`config.mk`:
```
export PLATFORM = sky130hd
export DESIGN_NAME = fom_mapper
export DESIGN_NICKNAME = d
export VERILOG_FILES = /design/src/fom_pkg.sv /design/src/fom_mapper.sv
export SDC_FILE = /design/constraint.sdc
export NUM_CORES = 1
export LEC_CHECK = 0
export BUFFER_PORTS_ARGS = -buffer_cell sky130_fd_sc_hd__buf_2
export CORE_AREA = 2 2 195 197
export CTS_CLUSTER_DIAMETER = 100
export DETAILED_ROUTE_END_ITERATION = 12
export DIE_AREA = 0 0 197 199
export PLACE_DENSITY_LB_ADDON = 0.1
export SLEW_MARGIN = 10
export SYNTH_ARGS = -nofsm -noshare
export SYNTH_HDL_FRONTEND = slang
export SYNTH_SLANG_ARGS = --single-unit
```
`constraint.sdc`:
```
create_clock -name sys_clk_in -period 4.05 [get_ports sys_clk_in]
set_clock_uncertainty 0.05 [all_clocks]
set_input_delay 0.6075 -clock sys_clk_in [delete_from_list [all_inputs] [get_ports sys_clk_in]]
set_output_delay 0.6075 -clock sys_clk_in [all_outputs]
set_load 0.01 [all_outputs]
```
`src/fom_pkg.sv`:
```
// fom_pkg: constants and types shared by the fieldbus object mapper.
// assumes one clock domain; object numbers are internal register numbers.
package fom_pkg;
    // ------------------------------------------------------------
    // object addressing
    // ------------------------------------------------------------
    localparam logic [15:0] FOM_OBJ_BASE = 16'h2001; // user index of register zero
    localparam logic [15:0] FOM_REG_NOM_VOLT = 16'h0079; // nominal voltage, single_precision_real
    localparam logic [15:0] FOM_REG_REMOTE = 16'h0192; // remote control request
    localparam logic [15:0] FOM_REG_SET_VOLT = 16'h01f4; // voltage set value
    localparam logic [15:0] FOM_REG_SET_CURR = 16'h01f5; // current set value
    localparam logic [15:0] FOM_REG_SET_POW = 16'h01f6; // power set value
    localparam logic [15:0] FOM_REG_STATUS = 16'h01f9; // unit status word
    localparam logic [15:0] FOM_REG_ACT_VOLT = 16'h01fb; // actual voltage
    localparam logic [15:0] FOM_REG_ACT_CURR = 16'h01fc; // actual current
    localparam logic [15:0] FOM_REG_ACT_POW = 16'h01fd; // actual power
    // ------------------------------------------------------------
    // values and fields
    // ------------------------------------------------------------
    localparam logic [15:0] FOM_FULL_SCALE = 16'hcccc; // code for 100 percent
    localparam logic [15:0] FOM_REMOTE_ON = 16'hff00; // request remote control
    localparam logic [15:0] FOM_REMOTE_OFF = 16'h0000; // back to manual control
    localparam logic [15:0] FOM_SET_RESET = 16'h0000; // set values after reset
    localparam logic [14:0] FOM_DAC_STEPS = 15'h6666; // effective steps, 26214
    localparam int FOM_BIT_MASTER = 6; // status: configured as master
    localparam int FOM_BIT_DC_ON = 7; // status: dc terminal on
    localparam int FOM_BIT_CC = 10; // status: constant_current_regulation
    localparam int FOM_USED_SLOTS = 4; // cyclic slots that carry values
    // ------------------------------------------------------------
    // types
    // ------------------------------------------------------------
    typedef enum logic [2:0] {
        FOM_OK = 3'h0, // access done
        FOM_NO_OBJECT = 3'h1, // index not reachable
        FOM_READ_ONLY = 3'h2, // write to a read-only object
        FOM_RANGE = 3'h3, // value out of range
        FOM_DENIED = 3'h4 // refused in present unit state
    } fom_err_t;
    typedef enum logic {
        FOM_LOCAL = 1'b0, // manual control
        FOM_REMOTE = 1'b1 // remote control active
    } fom_ctl_t;
    typedef struct packed {
        logic write; // 1 write, 0 read
        logic [15:0] index; // user object index
        logic [31:0] data; // write data, 16-bit objects use low half
    } fom_req_t;
    typedef struct packed {
        fom_err_t err; // outcome
        logic [31:0] data; // read data, zero on error or write
    } fom_rsp_t;
    typedef struct packed {
        logic [31:0] status; // unit status word
        logic [15:0] volt; // actual voltage code
        logic [15:0] curr; // actual current code
        logic [15:0] pow; // actual power code
        logic [31:0] nom_volt; // nominal voltage, single_precision_real
    } fom_meas_t;
endpackage : fom_pkg

```
`src/fom_mapper.sv`:
```
// fom_mapper: object access port and cyclic slots of a programmable supply.
// assumes request, measurement and permit inputs come from logic on sys_clk_in.
// Function
// - eight cyclic slots, only first four filled
// - slot one carries unit status word
// - status bits 6,7,10 mean master, on, cc
// - slots two to four carry actual values
// - values are percent codes, 0xcccc full scale
// - effective resolution is 26214 steps
// - object index minus 0x2001 gives register
// - nominal voltage object is single precision real
// - 0xff00 enters remote, 0x0000 leaves it
// - set values accepted only under remote control
// - accesses carry only data, no checksum
// - only listed registers reachable over link
// - remote request may be denied; starts local
// - reads allowed at any time
`timescale 1ns/100ps
module fom_mapper #(
    parameter int SLOTS = 8 // cyclic slot count
) (
    input wire logic sys_clk_in, // 25 MHz clock
    input wire logic rst_b_in, // synchronous reset, active low
    input wire logic req_valid_in, // request present this cycle
    input wire fom_pkg::fom_req_t req_in, // request fields
    input wire fom_pkg::fom_meas_t meas_in, // measured values of the unit
    input wire logic remote_allow_in, // unit settings permit remote control
    output logic rsp_valid_out, // one-cycle answer strobe
    output fom_pkg::fom_rsp_t rsp_out, // answer fields
    output logic [SLOTS-1:0][31:0] slots_out, // cyclic input data
    output logic remote_out, // remote control active
    output logic master_out, // unit configured as master
    output logic dc_on_out, // dc terminal on
    output logic cc_mode_out, // constant_current_regulation
    output logic [14:0] dac_volt_out, // voltage setting, effective steps
    output logic [14:0] dac_curr_out, // current setting, effective steps
    output logic [14:0] dac_pow_out // power setting, effective steps
);
    // ------------------------------------------------------------
    // parameter check
    // ------------------------------------------------------------
    if (SLOTS < fom_pkg::FOM_USED_SLOTS)
    begin : g_bad_slots
        $error("SLOTS must hold the four used slots");
    end

    // ------------------------------------------------------------
    // state
    // ------------------------------------------------------------
    fom_pkg::fom_ctl_t ctl_reg, ctl_next; // control location
    logic [15:0] set_volt_reg, set_volt_next; // voltage set code
    logic [15:0] set_curr_reg, set_curr_next; // current set code
    logic [15:0] set_pow_reg, set_pow_next; // power set code
    logic rsp_valid_reg, rsp_valid_next; // answer strobe
    fom_pkg::fom_rsp_t rsp_reg, rsp_next; // answer fields
    logic [SLOTS-1:0][31:0] slots_reg, slots_next; // cyclic image
    logic [2:0] flags_reg, flags_next; // master, on, cc
    logic [15:0] reg_num; // register number of request
    logic [15:0] wr16; // low half of write data
    logic is_set; // request hits a set value object
    logic in_range; // write code within full scale

    // ------------------------------------------------------------
    // decode
    // ------------------------------------------------------------
    // index to register number, plain subtraction
    assign reg_num = req_in.index - fom_pkg::FOM_OBJ_BASE;
    assign wr16 = req_in.data[15:0];
    assign is_set = (reg_num == fom_pkg::FOM_REG_SET_VOLT)
        || (reg_num == fom_pkg::FOM_REG_SET_CURR)
        || (reg_num == fom_pkg::FOM_REG_SET_POW);
    assign in_range = wr16 <= fom_pkg::FOM_FULL_SCALE;

    // ------------------------------------------------------------
    // object access, next values
    // ------------------------------------------------------------
    // one answer per request, frame is bare data with no check field
    always_comb
    begin
        ctl_next = ctl_reg;
        set_volt_next = set_volt_reg;
        set_curr_next = set_curr_reg;
        set_pow_next = set_pow_reg;
        rsp_valid_next = req_valid_in;
        rsp_next = '{err: fom_pkg::FOM_OK, data: 32'h0000_0000};
        if (req_valid_in)
        begin
            // an index below the base wraps high and misses every object
            if (req_in.index < fom_pkg::FOM_OBJ_BASE)
            begin
                rsp_next.err = fom_pkg::FOM_NO_OBJECT;
            end
            else if (!req_in.write)
            begin
                // reads ignore the control location
                unique case (reg_num)
                    fom_pkg::FOM_REG_NOM_VOLT: rsp_next.data = meas_in.nom_volt;
                    fom_pkg::FOM_REG_REMOTE: rsp_next.data = (ctl_reg == fom_pkg::FOM_REMOTE)
                        ? {16'h0000, fom_pkg::FOM_REMOTE_ON} : 32'h0000_0000;
                    fom_pkg::FOM_REG_SET_VOLT: rsp_next.data = {16'h0000, set_volt_reg};
                    fom_pkg::FOM_REG_SET_CURR: rsp_next.data = {16'h0000, set_curr_reg};
                    fom_pkg::FOM_REG_SET_POW: rsp_next.data = {16'h0000, set_pow_reg};
                    fom_pkg::FOM_REG_STATUS: rsp_next.data = meas_in.status;
                    fom_pkg::FOM_REG_ACT_VOLT: rsp_next.data = {16'h0000, meas_in.volt};
                    fom_pkg::FOM_REG_ACT_CURR: rsp_next.data = {16'h0000, meas_in.curr};
                    fom_pkg::FOM_REG_ACT_POW: rsp_next.data = {16'h0000, meas_in.pow};
                    default: rsp_next.err = fom_pkg::FOM_NO_OBJECT;
                endcase
            end
            else if (reg_num == fom_pkg::FOM_REG_REMOTE)
            begin
                // remote entry needs the unit's permit, exit always works
                if (wr16 == fom_pkg::FOM_REMOTE_OFF)
                begin
                    ctl_next = fom_pkg::FOM_LOCAL;
                end
                else if (wr16 != fom_pkg::FOM_REMOTE_ON)
                begin
                    rsp_next.err = fom_pkg::FOM_RANGE;
                end
                else if (remote_allow_in)
                begin
                    ctl_next = fom_pkg::FOM_REMOTE;
                end
                else
                begin
                    rsp_next.err = fom_pkg::FOM_DENIED;
                end
            end
            else if (is_set)
            begin
                // set values only under remote control and within scale
                if (ctl_reg != fom_pkg::FOM_REMOTE)
                begin
                    rsp_next.err = fom_pkg::FOM_DENIED;
                end
                else if (!in_range)
                begin
                    rsp_next.err = fom_pkg::FOM_RANGE;
                end
                else if (reg_num == fom_pkg::FOM_REG_SET_VOLT)
                begin
                    set_volt_next = wr16;
                end
                else if (reg_num == fom_pkg::FOM_REG_SET_CURR)
                begin
                    set_curr_next = wr16;
                end
                else
                begin
                    set_pow_next = wr16;
                end
            end
            else if ((reg_num == fom_pkg::FOM_REG_NOM_VOLT)
                || (reg_num == fom_pkg::FOM_REG_STATUS)
                || (reg_num == fom_pkg::FOM_REG_ACT_VOLT)
                || (reg_num == fom_pkg::FOM_REG_ACT_CURR)
                || (reg_num == fom_pkg::FOM_REG_ACT_POW))
            begin
                rsp_next.err = fom_pkg::FOM_READ_ONLY;
            end
            else
            begin
                rsp_next.err = fom_pkg::FOM_NO_OBJECT;
            end
        end
    end

    // ------------------------------------------------------------
    // cyclic slots and status flags, next values
    // ------------------------------------------------------------
    // unused slots stay zero
    always_comb
    begin
        slots_next = '0;
        slots_next[0] = meas_in.status;
        slots_next[1] = {16'h0000, meas_in.volt};
        slots_next[2] = {16'h0000, meas_in.curr};
        slots_next[3] = {16'h0000, meas_in.pow};
        flags_next = {meas_in.status[fom_pkg::FOM_BIT_CC],
            meas_in.status[fom_pkg::FOM_BIT_DC_ON],
            meas_in.status[fom_pkg::FOM_BIT_MASTER]};
    end

    // ------------------------------------------------------------
    // registers
    // ------------------------------------------------------------
    // reset leaves the unit under manual control
    always_ff @(posedge sys_clk_in)
    begin
        if (!rst_b_in)
        begin
            ctl_reg <= fom_pkg::FOM_LOCAL;
            set_volt_reg <= fom_pkg::FOM_SET_RESET;
            set_curr_reg <= fom_pkg::FOM_SET_RESET;
            set_pow_reg <= fom_pkg::FOM_SET_RESET;
            rsp_valid_reg <= 1'b0;
            rsp_reg <= '0;
            slots_reg <= '0;
            flags_reg <= 3'h0;
        end
        else
        begin
            ctl_reg <= ctl_next;
            set_volt_reg <= set_volt_next;
            set_curr_reg <= set_curr_next;
            set_pow_reg <= set_pow_next;
            rsp_valid_reg <= rsp_valid_next;
            rsp_reg <= rsp_next;
            slots_reg <= slots_next;
            flags_reg <= flags_next;
        end
    end

    // ------------------------------------------------------------
    // outputs
    // ------------------------------------------------------------
    // dropping the lsb maps 52428 codes onto 26214 steps
    assign dac_volt_out = set_volt_reg[15:1];
    assign dac_curr_out = set_curr_reg[15:1];
    assign dac_pow_out = set_pow_reg[15:1];
    assign remote_out = ctl_reg;
    assign rsp_valid_out = rsp_valid_reg;
    assign rsp_out = rsp_reg;
    assign slots_out = slots_reg;
    assign {cc_mode_out, dc_on_out, master_out} = flags_reg;

    logic rd_req; // read request this cycle
    logic set_wr; // set value write this cycle
    assign rd_req = req_valid_in && !req_in.write;
    assign set_wr = req_valid_in && req_in.write && is_set;
endmodule : fom_mapper

```
* Word level (Yosys, flattened, before mapping)
Index checks and enable logic that the tools add are counted.
Word-level totals: output and inout bits 341, bits in latches 0, ROM bits 0, logic and storage cells 72, memories kept 0, RAM bits 0, bits of input ports 165, flip-flop bits (word level) 344
Cells by class: order comparisons 2, $add $sub $neg 1, shifts and indexed selects 0, muxes and demuxes 16, multiply operators 0, equality and inequality tests 11, divide/modulo/power cells 0, reductions and logical operators 16, bitwise gates (word level) 6
Operators by type and width (count):
- $pmux W32 S9 | 1
- $eq A16 B9 Y1 const B | 8
- $mux W3 | 7
- $reduce_and A9 Y1 | 2
- $eq A16 B7 Y1 const B | 1
- $le A16 B16 Y1 const B | 1
- $logic_not A16 Y1 | 1
- $lt A16 B14 Y1 const B | 1
- $mux W16 | 1
- $ne A16 B16 Y1 const B | 1
- $sub A16 B14 Y16 const B | 1
- $reduce_or A9 Y1 | 1
- $reduce_and A8 Y1 | 1
- $logic_or A1 B1 Y1 | 6
- $not A1 Y1 | 6
- $reduce_and A6 Y1 | 1
- $mux W1 | 5
- $mux W2 | 2
- $reduce_or A4 Y1 | 1
- $reduce_or A3 Y1 | 1
- $ne A2 B2 Y1 const B | 1
- $reduce_and A2 Y1 | 1
- $reduce_bool A2 Y1 | 1

* Depth between registers and ports, before layout
depth after elaboration 11, depth in mapped cells 9, gate-level depth less buffers 6

* Worst setup path before layout
No wires, ideal clock.
kind input -> register, start in req_in[42] in the netlist's numbering, end reg rsp_reg, in the netlist rsp_out[14], stages 7, library setup time 0.075 ns, required time 3.925 ns, arrival time 2.338 ns, buffers on the path 1, path slack 1.588 ns, cell sequence nor3_2 -> nand3_2 -> nor3_1 -> a211oi_1 -> a211o_1 -> buf_2 -> a31oi_1
Between the ends: longest elaborated chain between the ends 3, elaborated cells on any way between the ends 13, those cells by class add/sub (1); order compare (1); eq/ne (9); mux (1); reduce/logical (1)
RTL lines:
- start: declaration | RTL line fom_mapper.sv:25 | input wire fom_pkg::fom_req_t req_in,
- $sub A16 B14 Y16 | RTL line fom_mapper.sv:67 | assign reg_num = req_in.index - fom_pkg::FOM_OBJ_BASE;
- $eq A16 B9 Y1 or $eq A16 B7 Y1 (tied branches) | RTL line fom_mapper.sv:96 | unique case (reg_num)
- $pmux W32 S9 | RTL line fom_mapper.sv:96
- end signal: assignment | RTL line fom_mapper.sv:209 | rsp_reg <= rsp_next;
- end: declaration | RTL line fom_mapper.sv:55 | fom_pkg::fom_rsp_t rsp_reg, rsp_next;
Parallel ways exist; a longest one is shown, timed or not. A chain may end at the register's enable or synchronous reset.

* Worst setup path after layout
start in req_in[33] in the netlist's numbering, end reg rsp_reg, in the netlist rsp_out[12]
The elaborated chain is that of the path after synthesis.

==> flow_summary.ini <==
[outcome]
status = finished clean

[clocking]
cts_tree = built
cts_repair_resize_count = 0
clock_latency_ns = 0.44
cts_root_buf = clkbuf_16
cts.clk_slew.worst_paths_ns = 0.07
cts_buffers = 17
clock_sinks = 165
clock_path_buffers = 2
cts-htree-levels = 4
postCtsHoldBufs = 0
post-cts-setup-buffers = 0

[placement]
hpwl_um = 23900
place_ws_ns = 0.905
portBuffers = 313
place.gp.congestion = 0.747
place_area_um2 = 9140
dp_cells = 1607

[synth]
synth_adder_area_share = 0
synth_top_cell_by_area = dfxtp_1
syn_area_um2 = 8020
ys_types = 44
synth_area_per_cell_um2 = 8.96
synthXorXnorAreaFrac = 0
synth.area.top_cells = dfxtp_1 (41%), buf_4 (21%), and2_1 (6.5%), mux2i_1 (6.0%), nand2_1 (3.8%)
yosysSeqAreaShare = 0.412
ys_seq_elements = 165
synth_ff_type = dfxtp_1
muxShareOfSynthArea = 0.0768
ys.warnings.count = 0
synthArstFlopShare = 0
synth_top_area_share = 0.412
synth_compound_area_frac = 0.103
synth_edf_count = 0
yosys.area_share.simple = 0.174
synthCells = 895
synth_top_family_by_area = buffers and inverters

[hold_path]
hold_path.class = in -> reg

[layout]
drive_gt1_frac = 0.330
largest_register_ffs = 80
syn_to_final_growth_pct = 22.0
stdcell_area_um2 = 9780
n_fill_cell = 4112
final_core_util = 0.263
finalNonFillerCells = 1643
fin_nets = 1317

[route]
dr.pass1.iters = 4
route.detailed.drc = 0
drt_wl_total_um = 31000
drt-wirelength-per-cell_um = 18.9
first_iter_violations = 254
ant_nets = 0
vias = 6457
routed_via_density = 3.93

[timing]
period_minus_slack_ns = 2.62
rsz0062_at_grt = false
tns_ns = 0
worst_slack_ns = 1.43
tightest_slew_ns = 0.863
setup_viol = 0
hold_viol_final = 0
timing.fmax_mhz = 381
slew_violations = 0
whs_ns = 0.325
post-route-period-util = 0.648
relSlewSlack = 0.422

[floorplan]
num_rows = 71
io_pins = 506
start_util = 0.216
die_area_um2 = 39200
dieHeight_um = 199
core_um2 = 37100
die_w_um = 197

[setup_path]
path_cells = buf_2 > and2_1 > nand2_1 > a2111oi_2 > buf_4 > a21oi_1 > a211o_1 > buf_4 > a31oi_1
startpoint = req_in[33]
endpoint = rsp_out[12]
path_class = in -> reg
reg2reg_from = set_pow_reg[7]
crit_family = compound AO/OA/AOI/OAI gates
path_buf_inv = 3
cpMostUsedCell = buf_4
slowest_delay_ns = 0.42
reg2reg_to = rsp_out[7]
crit_cells = 9
critPathLaunchType = primary input
worstSetupEndpointType = flip-flop
cp.arrival_ns = 2.93
cp_slowest_cell = and2_1
worst_r2r_path_depth = 5
crit_required_ns = 4.36
reg2reg_slack_ns = 2.34
critical_path_peak_fanout = 32

[global_route]
overflow = 0
grt_pass1_vias = 6147
grt_pass1_wl_um = 42200
grt_max_degree = 68
antenna_found_initial = 7
grt_usage = 0.151

[power]
leakagePower_nw = 4.77
power.total_mw = 3.86
p_per_area_nw_per_um2 = 394
ir_worst_vdd_v = 0.000245

[job]
cap_violations = 0
## cell type report
type / instances / area, µm² / area share
Timing Repair Buffer: 333 / 1720 / 0.176
Tap cell: 474 / 593 / 0.0606
Antenna cell: 4 / 10.0 / 0.00102
Sequential cell: 165 / 3300 / 0.338
Clock buffer: 22 / 464 / 0.0475
Inverter: 3 / 11.3 / 0.00115
Clock inverter: 10 / 170 / 0.0174
Multi-Input combinational cell: 632 / 3510 / 0.359
## report_power, final
part / switching [mW] / internal [mW]
logic: 0.257 / 0.131
clock network: 0.722 / 1.07
registers: 0.00973 / 1.67
## synth_stat cells, types with 3 or more instances
library cell	n
nand3b_1	7
nand2_1	81
nor2b_1	4
o21ai_0	16
mux2i_1	48
buf_4	224
dfxtp_1	165
nand4_1	5
a221oi_1	12
a22oi_1	32
inv_1	3
nand3_1	23
buf_2	7
clkbuf_1	38
nor2_1	45
nor3_1	3
a32oi_1	4
a31oi_1	8
and2_1	83
a21oi_1	21
mux2_2	12
and3_1	6
nor4_1	5
o21ai_1	17
## cell families (layout without fill, tap and decap cells)
family,count (synthesis),in the layout
AO/OA/AOI/OAI,122,122
flip-flops,165,165
AND/OR/NAND/NOR,274,274
buffers and inverters,273,368
other,1,180
multiplexers,60,60
## worst min path at each step
| stage | from | endpoint | slack, ns | cells past startpoint |
|---|---|---|---|---|
| floorplan | set_pow_reg[0] | set_pow_reg[0] | 0.39 | 2 |
| global placement | set_pow_reg[0] | set_pow_reg[0] | 0.40 | 2 |
| detailed placement | set_pow_reg[0] | set_pow_reg[0] | 0.41 | 2 |
| CTS | meas_in[104] | slots_out[24] | 0.30 | 2 |
| global route | meas_in[104] | slots_out[24] | 0.31 | 2 |
| finish | meas_in[80] | slots_out[0] | 0.32 | 2 |
## cells in the final DEF, fill, tap and decap left out, drive strengths merged, types with 6 or more instances in the layout
cell type  instances
mux2              12
nand2             81
nor2              45
a221oi            12
conb             176
clkbuf            22
nand3             24
o21ai             33
buf              333
and2              83
a22oi             32
nand3b             7
nor4               6
and3               6
dfxtp            165
mux2i             48
a31oi              8
a21oi             21
## routing by layer
layer  GRT usage  vias to the layer above  wire length, µm
met2       0.273                      300            15400
met5           0                        -               51
met1       0.171                     2991            12800
met4      0.0454                        8              459
li1            -                     3130                -
met3      0.0444                       28             2350
Note: power is estimated with default switching activity, not from simulation.
